`src/rtl/smps_pkg.sv`:
```
// Package for the stop mode power sequencer: register map, field positions,
// reset values and state encoding. Assumes a 32-bit AXI4-Lite register bus.
package smps_pkg;

    // ------------------------------------------------------------------
    // Register map
    // ------------------------------------------------------------------
    localparam logic [7:0] ADDR_CONTROL = 8'h00;
    localparam logic [7:0] ADDR_STATUS = 8'h04;

    // Control register field positions.
    localparam int CTL_STOP_EN = 0;
    localparam int CTL_PPD_SEL = 1;
    localparam int CTL_LVD_EN = 2;
    localparam int CTL_LVD_STOP_EN = 3;
    localparam int CTL_DBG_EN = 4;
    localparam int CTL_PD_ACK = 5;
    localparam logic [4:0] CTL_RESET = 5'h00;

    // Status register field positions.
    localparam int STA_WAKE_FLAG = 0;
    localparam int STA_IN_STOP2 = 1;
    localparam int STA_IN_STOP3 = 2;
    localparam int STA_LATCHED = 3;

    localparam logic [1:0] RESP_OKAY = 2'h0;
    localparam logic [1:0] RESP_SLVERR = 2'h2;

    // ------------------------------------------------------------------
    // States and carriers
    // ------------------------------------------------------------------
    typedef enum logic [1:0] {
        SMPS_RUN = 2'b00,
        SMPS_STOP2 = 2'b01,
        SMPS_STOP3 = 2'b10
    } smps_state_t;

    typedef struct packed {
        logic rtc;
        logic low_voltage_detector;
        logic adc;
        logic irq;
        logic keypad_interrupt;
    } smps_wake_t;

    // The first field is the top bit, so stop_enable lands on bit 0 as mapped.
    typedef struct packed {
        logic debug_mode_entry_enable;
        logic lowvolt_detect_stop_enable;
        logic lowvolt_detect_enable;
        logic partial_power_down_select;
        logic stop_enable;
    } smps_ctl_t;

endpackage : smps_pkg

```
`src/rtl/smps_top.sv`:
```
// Stop mode power sequencer: picks stop2 or stop3 on a stop instruction,
// holds pin latches, handles wake-up and the wake flag handshake.
// Assumes the CPU, wake sources and debug controller share REF_CLK; pins
// (reset pin, ext interrupt pin) are asynchronous and synchronised here.
//
// Notes on behaviour
// - Stop with enable set halts clocks.
// - Stop without enable forces illegal opcode reset.
// - Select bit one gives stop2, zero stop3.
// - Voltage detector enabled in stop forces stop3.
// - Debug enable turns stop2 attempt into stop3.
// - Debug enable keeps debug clocks, full regulation.
// - Voltage detector in stop keeps regulator active.
// - Stop2 powers off all but RAM.
// - Stop2 latches pins until acknowledge written.
// - Stop2 exits on reset, ext pin, timer.
// - Ext pin active low in stop2, no pullup.
// - Stop2 wake restarts as power-on reset.
// - Wake flag set until acknowledge written.
// - Opened latches follow port registers.
// - Unconfigured peripheral pins follow port control.
// - Stop3 keeps all state, RAM and pins.
// - Stop3 exits on reset or listed interrupts.
// - Reset exit vectors reset, interrupt to handler.
// - Status debug commands return stopped error.
// - Background command wakes into background mode.
`timescale 1ns/1ps
module smps_top
    import smps_pkg::*;
(
    input wire logic REF_CLK,
    input wire logic RSTN,
    input wire logic [7:0] S_AXI_AWADDR,
    input wire logic S_AXI_AWVALID,
    output logic S_AXI_AWREADY,
    input wire logic [31:0] S_AXI_WDATA,
    input wire logic [3:0] S_AXI_WSTRB,
    input wire logic S_AXI_WVALID,
    output logic S_AXI_WREADY,
    output logic [1:0] S_AXI_BRESP,
    output logic S_AXI_BVALID,
    input wire logic S_AXI_BREADY,
    input wire logic [7:0] S_AXI_ARADDR,
    input wire logic S_AXI_ARVALID,
    output logic S_AXI_ARREADY,
    output logic [31:0] S_AXI_RDATA,
    output logic [1:0] S_AXI_RRESP,
    output logic S_AXI_RVALID,
    input wire logic S_AXI_RREADY,
    input wire logic STOP_INSN,
    input wire logic RESET_PIN_N,
    input wire logic EXT_INT_PIN_N,
    input wire logic TIMER_WAKE,
    input wire logic LVD_INT,
    input wire logic ADC_INT,
    input wire logic KBI_INT,
    input wire logic BKGD_CMD,
    input wire logic STATUS_CMD,
    output logic CLOCKS_HALT,
    output logic DEBUG_CLK_ON,
    output logic REG_STANDBY,
    output logic CORE_POWER_OFF,
    output logic PIN_LATCH_HOLD,
    output logic ILLEGAL_OP_RESET,
    output logic POR_RESTART,
    output logic TAKE_IRQ_VECTOR,
    output logic ENTER_BACKGROUND,
    output logic CMD_STOPPED_ERR,
    output logic EXT_PIN_ACTIVE_LOW
);

    // ------------------------------------------------------------------
    // Pin synchronisers
    // ------------------------------------------------------------------
    logic [1:0] rst_sync;
    logic [1:0] irq_sync;
    always_ff @(posedge REF_CLK or negedge RSTN) begin
        if (!RSTN) begin
            rst_sync <= 2'h3;
            irq_sync <= 2'h3;
        end else begin
            rst_sync <= {rst_sync[0], RESET_PIN_N};
            irq_sync <= {irq_sync[0], EXT_INT_PIN_N};
        end
    end
    wire reset_pin_hit = !rst_sync[1];
    // Ext pin is read only as active low; its pullup is not touched here.
    wire irq_pin_hit = !irq_sync[1];

    // ------------------------------------------------------------------
    // Register bus
    // ------------------------------------------------------------------
    smps_ctl_t ctl;
    logic wake_flag;
    wire have_aw = !S_AXI_AWREADY;
    wire have_w = !S_AXI_WREADY;
    logic [7:0] aw_addr;
    logic [31:0] w_data;
    logic [3:0] w_strb;
    smps_state_t state;

    wire aw_take = S_AXI_AWVALID && S_AXI_AWREADY;
    wire w_take = S_AXI_WVALID && S_AXI_WREADY;
    wire wr_go = have_aw && have_w && !S_AXI_BVALID;
    wire wr_ctl = wr_go && (aw_addr == ADDR_CONTROL);
    wire wr_hit = wr_ctl || (wr_go && aw_addr == ADDR_STATUS);
    wire lane0 = w_strb[0];
    wire ack_pulse = wr_ctl && lane0 && w_data[CTL_PD_ACK];
    wire rd_take = S_AXI_ARVALID && S_AXI_ARREADY;
    wire [31:0] ctl_word = {27'h0, ctl};
    wire [31:0] sta_word = {28'h0, PIN_LATCH_HOLD, state == SMPS_STOP3,
        state == SMPS_STOP2, wake_flag};
    wire rd_ctl = S_AXI_ARADDR == ADDR_CONTROL;
    wire rd_sta = S_AXI_ARADDR == ADDR_STATUS;

    always_ff @(posedge REF_CLK or negedge RSTN) begin
        if (!RSTN) begin
            S_AXI_AWREADY <= 1'b1;
            S_AXI_WREADY <= 1'b1;
            aw_addr <= 8'h00;
            w_data <= 32'h0;
            w_strb <= 4'h0;
            S_AXI_BVALID <= 1'b0;
            S_AXI_BRESP <= RESP_OKAY;
        end else begin
            if (aw_take) begin
                S_AXI_AWREADY <= 1'b0;
                aw_addr <= S_AXI_AWADDR;
            end
            if (w_take) begin
                S_AXI_WREADY <= 1'b0;
                w_data <= S_AXI_WDATA;
                w_strb <= S_AXI_WSTRB;
            end
            if (wr_go) begin
                S_AXI_AWREADY <= 1'b1;
                S_AXI_WREADY <= 1'b1;
                S_AXI_BVALID <= 1'b1;
                S_AXI_BRESP <= wr_hit ? RESP_OKAY : RESP_SLVERR;
            end else if (S_AXI_BVALID && S_AXI_BREADY) begin
                S_AXI_BVALID <= 1'b0;
            end
        end
    end
    // Ready flags are flops, so no bus output is combinational.

    always_ff @(posedge REF_CLK or negedge RSTN) begin
        if (!RSTN) begin
            S_AXI_RVALID <= 1'b0;
            S_AXI_ARREADY <= 1'b1;
            S_AXI_RDATA <= 32'h0;
            S_AXI_RRESP <= RESP_OKAY;
        end else if (rd_take) begin
            S_AXI_RVALID <= 1'b1;
            S_AXI_ARREADY <= 1'b0;
            S_AXI_RDATA <= rd_ctl ? ctl_word : (rd_sta ? sta_word : 32'h0);
            S_AXI_RRESP <= (rd_ctl || rd_sta) ? RESP_OKAY : RESP_SLVERR;
        end else if (S_AXI_RREADY) begin
            S_AXI_RVALID <= 1'b0;
            S_AXI_ARREADY <= 1'b1;
        end
    end

    // ------------------------------------------------------------------
    // Mode selection and sequencing
    // ------------------------------------------------------------------
    // voltage detector override
    wire lvd_in_stop = ctl.lowvolt_detect_enable && ctl.lowvolt_detect_stop_enable;
    wire pick_stop2 = ctl.partial_power_down_select && !lvd_in_stop
        && !ctl.debug_mode_entry_enable;
    wire in_stop = state != SMPS_RUN;
    wire wake2 = reset_pin_hit || irq_pin_hit || TIMER_WAKE;
    wire int3 = TIMER_WAKE || LVD_INT || ADC_INT || irq_pin_hit || KBI_INT;
    wire bkgd_wake = BKGD_CMD && ctl.debug_mode_entry_enable;
    smps_state_t next_state;
    always_comb begin
        next_state = state;
        case (state)
            SMPS_RUN: begin
                if (STOP_INSN && ctl.stop_enable) begin
                    next_state = pick_stop2 ? SMPS_STOP2 : SMPS_STOP3;
                end
            end
            SMPS_STOP2: begin
                if (wake2) begin
                    next_state = SMPS_RUN;
                end
            end
            SMPS_STOP3: begin
                if (reset_pin_hit || int3 || bkgd_wake) begin
                    next_state = SMPS_RUN;
                end
            end
            default: next_state = SMPS_RUN;
        endcase
    end
    wire leave2 = state == SMPS_STOP2 && wake2;
    wire leave3 = state == SMPS_STOP3 && next_state == SMPS_RUN;

    always_ff @(posedge REF_CLK or negedge RSTN) begin
        if (!RSTN) begin
            state <= SMPS_RUN;
            ctl <= CTL_RESET;
            wake_flag <= 1'b0;
            PIN_LATCH_HOLD <= 1'b0;
        end else begin
            state <= next_state;
            // any reset-type wake returns settings to defaults
            if (leave2 || (leave3 && reset_pin_hit)) begin
                ctl <= CTL_RESET;
            end else if (wr_ctl && lane0) begin
                ctl <= w_data[4:0];
            end
            // wake flag, set wins over acknowledge
            if (leave2) begin
                wake_flag <= 1'b1;
            end else if (ack_pulse) begin
                wake_flag <= 1'b0;
            end
            // pins held until acknowledge; then port logic rules
            if (state == SMPS_RUN && next_state == SMPS_STOP2) begin
                PIN_LATCH_HOLD <= 1'b1;
            end else if (ack_pulse && !leave2 && state == SMPS_RUN) begin
                PIN_LATCH_HOLD <= 1'b0;
            end
        end
    end

    // ------------------------------------------------------------------
    // Power and event outputs
    // ------------------------------------------------------------------
    // Stop3 keeps state by leaving the core powered; clocks halt and the regulator goes to standby unless debug or the detector is on.
    always_ff @(posedge REF_CLK or negedge RSTN) begin
        if (!RSTN) begin
            CLOCKS_HALT <= 1'b0;
            DEBUG_CLK_ON <= 1'b1;
            REG_STANDBY <= 1'b0;
            CORE_POWER_OFF <= 1'b0;
            ILLEGAL_OP_RESET <= 1'b0;
            POR_RESTART <= 1'b0;
            TAKE_IRQ_VECTOR <= 1'b0;
            ENTER_BACKGROUND <= 1'b0;
            CMD_STOPPED_ERR <= 1'b0;
            EXT_PIN_ACTIVE_LOW <= 1'b0;
        end else begin
            CLOCKS_HALT <= next_state != SMPS_RUN;
            DEBUG_CLK_ON <= next_state == SMPS_RUN || ctl.debug_mode_entry_enable;
            // regulator standby only without debug or detector
            REG_STANDBY <= next_state != SMPS_RUN && !ctl.debug_mode_entry_enable
                && !lvd_in_stop;
            CORE_POWER_OFF <= next_state == SMPS_STOP2;
            EXT_PIN_ACTIVE_LOW <= next_state == SMPS_STOP2;
            ILLEGAL_OP_RESET <= state == SMPS_RUN && STOP_INSN && !ctl.stop_enable;
            // reset vector on stop2 wake or stop3 reset pin
            POR_RESTART <= leave2 || (leave3 && reset_pin_hit);
            TAKE_IRQ_VECTOR <= leave3 && !reset_pin_hit && int3;
            ENTER_BACKGROUND <= leave3 && !reset_pin_hit && !int3 && bkgd_wake;
            CMD_STOPPED_ERR <= in_stop && STATUS_CMD;
        end
    end

    // ------------------------------------------------------------------
    // Checks
    // ------------------------------------------------------------------
    a_stop2_latch: assert property (@(posedge REF_CLK) disable iff (!RSTN)
        state == SMPS_STOP2 |-> PIN_LATCH_HOLD)
        else $error("pins not latched in stop2");
    a_flag_hold: assert property (@(posedge REF_CLK) disable iff (!RSTN)
        leave2 |=> wake_flag)
        else $error("wake flag not set after stop2");
    a_illegal_stop: assert property (@(posedge REF_CLK) disable iff (!RSTN)
        state == SMPS_RUN && STOP_INSN && !ctl.stop_enable |=> ILLEGAL_OP_RESET
        && state == SMPS_RUN)
        else $error("illegal stop not reset");
    a_lvd_override: assert property (@(posedge REF_CLK) disable iff (!RSTN)
        state == SMPS_RUN && STOP_INSN && ctl.stop_enable && lvd_in_stop
        |=> state == SMPS_STOP3 && !REG_STANDBY)
        else $error("detector override failed");
    a_dbg_override: assert property (@(posedge REF_CLK) disable iff (!RSTN)
        state == SMPS_RUN && STOP_INSN && ctl.stop_enable
        && ctl.debug_mode_entry_enable |=> state == SMPS_STOP3 && DEBUG_CLK_ON)
        else $error("debug override failed");
    a_stop2_pick: assert property (@(posedge REF_CLK) disable iff (!RSTN)
        state == SMPS_RUN && STOP_INSN && ctl.stop_enable && pick_stop2
        |=> state == SMPS_STOP2 && CORE_POWER_OFF)
        else $error("stop2 not entered");
    a_clk_halt: assert property (@(posedge REF_CLK) disable iff (!RSTN)
        $rose(in_stop) |-> CLOCKS_HALT)
        else $error("clocks not halted");
    a_ack_release: assert property (@(posedge REF_CLK) disable iff (!RSTN)
        ack_pulse && state == SMPS_RUN && !leave2 |=> !wake_flag && !PIN_LATCH_HOLD)
        else $error("acknowledge did not release");
    a_stop2_stay: assert property (@(posedge REF_CLK) disable iff (!RSTN)
        state == SMPS_STOP2 && !wake2 |=> state == SMPS_STOP2)
        else $error("stop2 left without a wake source");
    a_stop3_stay: assert property (@(posedge REF_CLK) disable iff (!RSTN)
        state == SMPS_STOP3 && !reset_pin_hit && !int3 && !bkgd_wake |=> state == SMPS_STOP3)
        else $error("stop3 left without a wake source");
    a_stopped_err: assert property (@(posedge REF_CLK) disable iff (!RSTN)
        in_stop && STATUS_CMD |=> CMD_STOPPED_ERR)
        else $error("status command not refused in stop");
    a_bkgd_entry: assert property (@(posedge REF_CLK) disable iff (!RSTN)
        state == SMPS_STOP3 && bkgd_wake && !reset_pin_hit && !int3
        |=> ENTER_BACKGROUND && state == SMPS_RUN)
        else $error("background command did not wake");
    a_por_restart: assert property (@(posedge REF_CLK) disable iff (!RSTN)
        leave2 |=> POR_RESTART && ctl == CTL_RESET)
        else $error("stop2 wake not a reset restart");
    a_pin_reset3: assert property (@(posedge REF_CLK) disable iff (!RSTN)
        leave3 && reset_pin_hit |=> POR_RESTART && ctl == CTL_RESET)
        else $error("stop3 reset pin exit not a reset");
    a_irq_vector: assert property (@(posedge REF_CLK) disable iff (!RSTN)
        leave3 && !reset_pin_hit && int3 |=> TAKE_IRQ_VECTOR && !POR_RESTART)
        else $error("stop3 interrupt exit not vectored");
    a_reg_active: assert property (@(posedge REF_CLK) disable iff (!RSTN)
        lvd_in_stop |=> !REG_STANDBY)
        else $error("regulator in standby with detector on");
    a_dbg_clocks: assert property (@(posedge REF_CLK) disable iff (!RSTN)
        ctl.debug_mode_entry_enable |=> DEBUG_CLK_ON && !REG_STANDBY)
        else $error("debug clocks or regulation lost");
    a_stop2_power: assert property (@(posedge REF_CLK) disable iff (!RSTN)
        state == SMPS_STOP2 |-> EXT_PIN_ACTIVE_LOW && CORE_POWER_OFF)
        else $error("stop2 power or pin mode wrong");
    a_latch_kept: assert property (@(posedge REF_CLK) disable iff (!RSTN)
        PIN_LATCH_HOLD && !ack_pulse |=> PIN_LATCH_HOLD)
        else $error("pin latch opened without acknowledge");

endmodule : smps_top

```
`config.mk`:
```
export PLATFORM = sky130hd
export DESIGN_NAME = smps_top
export DESIGN_NICKNAME = d
export VERILOG_FILES = /design/src/rtl/smps_pkg.sv /design/src/rtl/smps_top.sv
export SDC_FILE = /design/constraint.sdc
export NUM_CORES = 1
export LEC_CHECK = 0
export ABC_AREA = 1
export BUFFER_PORTS_ARGS = -buffer_cell sky130_fd_sc_hd__buf_2
export CORE_UTILIZATION = 48
export CTS_CLUSTER_DIAMETER = 200
export DETAILED_ROUTE_END_ITERATION = 8
export GPL_TIMING_DRIVEN = 0
export PLACE_DENSITY = 0.85
export REMOVE_ABC_BUFFERS = 1
export SYNTH_ARGS = -nofsm -noshare
export SYNTH_HDL_FRONTEND = slang
export SYNTH_SLANG_ARGS = --single-unit
```
`constraint.sdc`:
```
create_clock -name REF_CLK -period 2.7 [get_ports REF_CLK]
set_input_delay 0 -clock REF_CLK [delete_from_list [all_inputs] [get_ports REF_CLK]]
set_output_delay 0 -clock REF_CLK [all_outputs]
set_load 0.1 [all_outputs]
```
==> After elaboration in Yosys (flattened, before gate mapping) <==
Index checks and enable logic that the tools add are counted.
{ "word_totals": {"inputBits": 68, "word_cells": 125, "output_inout_bits": 52, "reg_bits": 78} }
{ "op_classes": {"eq_ne": 5, "mux": 25, "reduce_logical": 65} }
{ "ops": {"columns": ["operator", "n"], "rows": [
  ["$logic_and 1x1->1", 30],
  ["$reduce_bool 2->1", 9],
  ["$eq 8x3->1 const B", 2],
  ["$logic_not 8->1", 2],
  ["$mux 5", 3],
  ["$mux 1", 14],
  ["$logic_or 1x1->1", 12],
  ["$mux 2", 6],
  ["$logic_not 1->1", 10],
  ["$pmux 2 s3", 1],
  ["$eq 2x1->1 const B", 2],
  ["$logic_not 2->1", 2],
  ["$mux 4", 1],
  ["$eq 2x2->1 const B", 1]
]} }

==> Depth between registers and ports, before layout <==
{ "logic_depth": {"word_depth": 13, "ltp_mapped": 9, "depth_no_buf": 9} }

==> Least setup slack after synthesis <==
No wires, ideal clock.
{ "synth_timing": {"path_kind": "register -> register", "from": "register S_AXI_BVALID", "to": "register wake_flag", "period_less_slack_ns": 1.753, "setup_ns": 0.128, "setup_slack_ns": 0.947, "t_arrival_ns": 1.625, "t_required_ns": 2.572, "n_path_buf": 0, "path_stages_with_launch": 7, "cell_sequence": "dfrtp_1 -> inv_1 -> nand3_1 -> nor3_4 -> nand2_2 -> o21ai_1 -> nand2_1"} }
{ "synth_between": {"elab_chain_cells": 6} }
{ "synth_lines": {"columns": ["item", "line", "source"], "rows": [
  ["start, declared", "smps_top.sv:41", "output logic S_AXI_BVALID,"],
  ["start signal, assigned", "smps_top.sv:123", "S_AXI_BVALID <= 1'b0;"],
  ["start signal, assigned", "smps_top.sv:138", "S_AXI_BVALID <= 1'b1;"],
  ["start signal, assigned", "smps_top.sv:141", "S_AXI_BVALID <= 1'b0;"],
  ["$logic_not 1->1", "smps_top.sv:104", "wire wr_go = have_aw && have_w && !S_AXI_BVALID;"],
  ["$logic_and 1x1->1", "smps_top.sv:104", null],
  ["$logic_and 1x1->1", "smps_top.sv:105", "wire wr_ctl = wr_go && (aw_addr == ADDR_CONTROL);"],
  ["$logic_and 1x1->1 (2 in series)", "smps_top.sv:108", "wire ack_pulse = wr_ctl && lane0 && w_data[CTL_PD_ACK];"],
  ["$reduce_bool 2->1 (no source line)", null, null],
  ["end signal, assigned", "smps_top.sv:204", "wake_flag <= 1'b0;"],
  ["end signal, assigned", "smps_top.sv:216", "wake_flag <= 1'b1;"],
  ["end signal, assigned", "smps_top.sv:218", "wake_flag <= 1'b0;"],
  ["end, declared", "smps_top.sv:94", "logic wake_flag;"]
]} }
No other way between the ends.
A chain may end at the register's enable or synchronous reset.

==> Worst setup path after layout <==
{ "layout_timing": {"from": "register S_AXI_BVALID", "to": "register ctl[2] in the netlist's numbering"} }
{ "layout_between": {"elab_chain_cells": 5} }
{ "layout_lines": {"columns": ["item", "line", "source"], "rows": [
  ["$logic_not 1->1", "smps_top.sv:104", null],
  ["$logic_and 1x1->1", "smps_top.sv:104", null],
  ["$logic_and 1x1->1", "smps_top.sv:105", null],
  ["$logic_and 1x1->1", "smps_top.sv:211", "end else if (wr_ctl && lane0) begin"],
  ["$reduce_bool 2->1 (no source line)", null, null],
  ["end signal, assigned", "smps_top.sv:212", "ctl <= w_data[4:0];"],
  ["end, declared", "smps_top.sv:93", "smps_ctl_t ctl;"]
]} }
No other way between the ends.

==> impl_results.md <==
- # IOs: 120
- Initial core utilization: 50.34%
- Status: finished with violations
- Startpoint types: register
- CP max FO: 7
- Setup violators final: 0
- Worst-margin pin slew: 1044 ps
- Worst Skew: 11.08 ps
- FP Rows: 24
- Synth Instances: 227
- Root buf cell: clkbuf_8
- Routed WL: 4.208 mm
- Yosys reg bits: 49
- Synth warn: 0
- Setup_tns: 0 ps
- Total track usage: 18.77%
- Critical path type: reg -> reg
- DRT iter0 DRCs: 104
- Sequential area share after synthesis: 55.63%
- DR pass1 iterations: 4
- Clk slew on worst S/H paths: 90 ps
- Largest net degree at the start of global routing: 50
- Initial antenna violation count: 0
- Synth unique cells: 22
- RSZ-0062 raised after global routing: no
- Share of the synthesized area in the top cell type: 46.17%
- Number of global-route vias before repair: 1577
- Core region area: 0.004414 sq mm
- Post-CTS resize count: 0
- Final hold violation count: 1
- Highest clock rate: 673.1 MHz
- GPL Wtd Cong: 0.8012
- Crit path time final: 1486 ps
- IO buf count: 61
- CP endpoint kind: register
- CTS Buf Count: 5
- Die ar.: 0.004906 sq mm
- Final period util: 55.02%
- Residual DRC: 0
- Setup bufs post-CTS: 0
- GR Overflow Total: 0
- DP HPWL: 2.899 mm
- Share of layout cells above drive strength 1: 32.70%
- Worst-Skew Late Latency: 300 ps
- Die H: 70.04 microns
- Max rail drop VDD: 491.6 uV
- # diodes: 0
- Pins Over Slew Limit: 0
- Post-route ant nets: 0
- R2R Setup Slk: 1210 ps
- Largest cells by area after synthesis: dfrtp_1 (46%), buf_4 (10%), dfstp_2 (9.5%)
- Pwr Total: 0.003082 W
- Slew HR: 30.42%
- Total clock sinks: 49
- Die width: 70.04 microns
- Final nets: 385
- CTS Buffer Depth: 2
- First-pass GRT wire length: 7.044 mm
- Via Count: 1673
- Leakage: 1.481 nW
- Hold WC Path Type: in -> reg
- Failing checks: hold timing
- DR WL/cell: 11.37 microns
- Max-cap violations: 0
- Worst EP arrival: 1680 ps
- Hold WS: -0.4834 ps
- Avg Inst Size Synth: 9.789 sq um
- Area grow syn2layout: 27.31%
- CTS tree: done
- Critical Path RT: 2890 ps
- Post-Synthesis Cell Area: 0.002222 sq mm
- CTS HTree Levels: 2
- PD cells: 1090 mW/mm^2
- Vias/cell: 4.522
- Area leader, netlist: dfrtp_1
[cell usage after synthesis]
| master | instances |
|---|---|
| conb_1 | 1 |
| nand2_2 | 4 |
| nor3_1 | 2 |
| nor2_1 | 29 |
| dfrtp_1 | 41 |
| dfstp_2 | 8 |
| nor2_4 | 1 |
| buf_4 | 30 |
| nand3_1 | 13 |
| nand2_1 | 35 |
| o21ai_0 | 8 |
| o21ai_2 | 1 |
| mux2_2 | 13 |
| o21ai_1 | 1 |
| or2_4 | 1 |
| nor3_4 | 2 |
| inv_1 | 19 |
| nor2_2 | 1 |
| nand4_1 | 1 |
| a21oi_1 | 11 |
| inv_2 | 4 |
| nand3_2 | 1 |
[path summary, 6_finish.rpt]
| path | from | end | cells after the start |
|---|---|---|---|
| worst min register to register | rst_sync[0]$_DFF_PN1_ | rst_sync[1]$_DFF_PN1_ | 0 |
| worst max register to register | S_AXI_BVALID$_DFFE_PN0P_ | ctl[2]$_DFFE_PN0P_ | 8 |
| max in group asynchronous | RSTN | ctl[0]$_DFFE_PN0P_ | 2 |
| worst max-delay path | S_AXI_BVALID$_DFFE_PN0P_ | ctl[2]$_DFFE_PN0P_ | 8 |
| worst min-delay path | BKGD_CMD | ENTER_BACKGROUND$_DFF_PN0_ | 5 |
| min in group asynchronous | RSTN | TAKE_IRQ_VECTOR$_DFF_PN0_ | 2 |
[through the flow]
stage / cell area, sq um / hold WS [ps] / setup slack, ps / util, % / instances
after floorplan: 2102 / -295.6 / 946.9 / - / 225
after global placement: 2472 / 108.7 / 1251 / 56.01 / 338
after detailed placement: 2472 / 108.6 / 1241 / 56.01 / 338
after CTS: 2829 / 0.3974 / 1222 / 64.09 / 370
after global routing: 2829 / 33.33 / 999.4 / 64.09 / 370
final: 2829 / -0.4834 / 1214 / 64.09 / 370
[critical path, cell delays in order, from the launching register on]
cell	delay, ps
dfrtp_1	390
inv_1	80
nand3_1	210
nor3_4	330
nand2_2	150
nand2_1	100
nand2_1	50
inv_1	40
nor2_1	30
[logic make-up after synthesis]
family / count (synthesis) / synth area share, %
AO/OA/AOI/OAI: 21 / 4.898
buffers and inverters: 53 / 14.02
flip-flops: 49 / 55.63
multiplexers: 13 / 6.588
other: 1 / 0.1688
AND/OR/NAND/NOR: 90 / 18.69
[cell usage in the layout, fill, tap and decap left out, types with 2 or more instances in the layout]
master and n:
nand3_1 13, a21oi_1 11, nand2_1 35, nor3_4 2, buf_2 61, o21ai_0 8, nor3_1 2, dlygate4sd3_1 24
nand2_2 4, dfrtp_1 41, conb_1 29, nor2_1 29, dfstp_2 8, mux2_2 13, inv_2 4, clkbuf_8 6
inv_1 19
[cell type report]
type	count	area, sq um
clock buffers	7	86.33
flip-flops and latches	49	1236
well taps	52	65.06
multi-input cells	153	779.5
clock inverters	1	30.03
fillers	355	1585
repair buffers	85	545.5
inverters	23	86.33
[sequential cells by signal, summed over array words and instances, names as in the netlist, 2 cells and up]
signal and cells:
aw_addr 8, w_data 6, S_AXI_RDATA 5, ctl 5
irq_sync 2, rst_sync 2, state 2
[power breakdown]
part | total (W) | switching, W | internal [W] | leakage, nW
Sequential | 0.00115 | 0.000156 | 0.000996 | 0.591
Combinational | 0.00140 | 0.00110 | 0.000306 | 0.832
Clock | 0.000528 | 0.000226 | 0.000302 | 0.0585
[per-layer routing]
metal / up-vias / track usage [%] / part of all wire [%]
met1: 759 / 21.39 / 40
met5: - / 0 / 0
met4: 0 / 5.333 / 0.88
met3: 5 / 6.061 / 7.0
li1: 840 / - / -
met2: 69 / 33.55 / 53
[timing repair]
action | CTS | global route
endpoints found under the hold margin | 65 | 0
hold buffers | 24 | 0
endpoints found under the setup margin | 0 | 0
(Power assumes the default switching activity.)
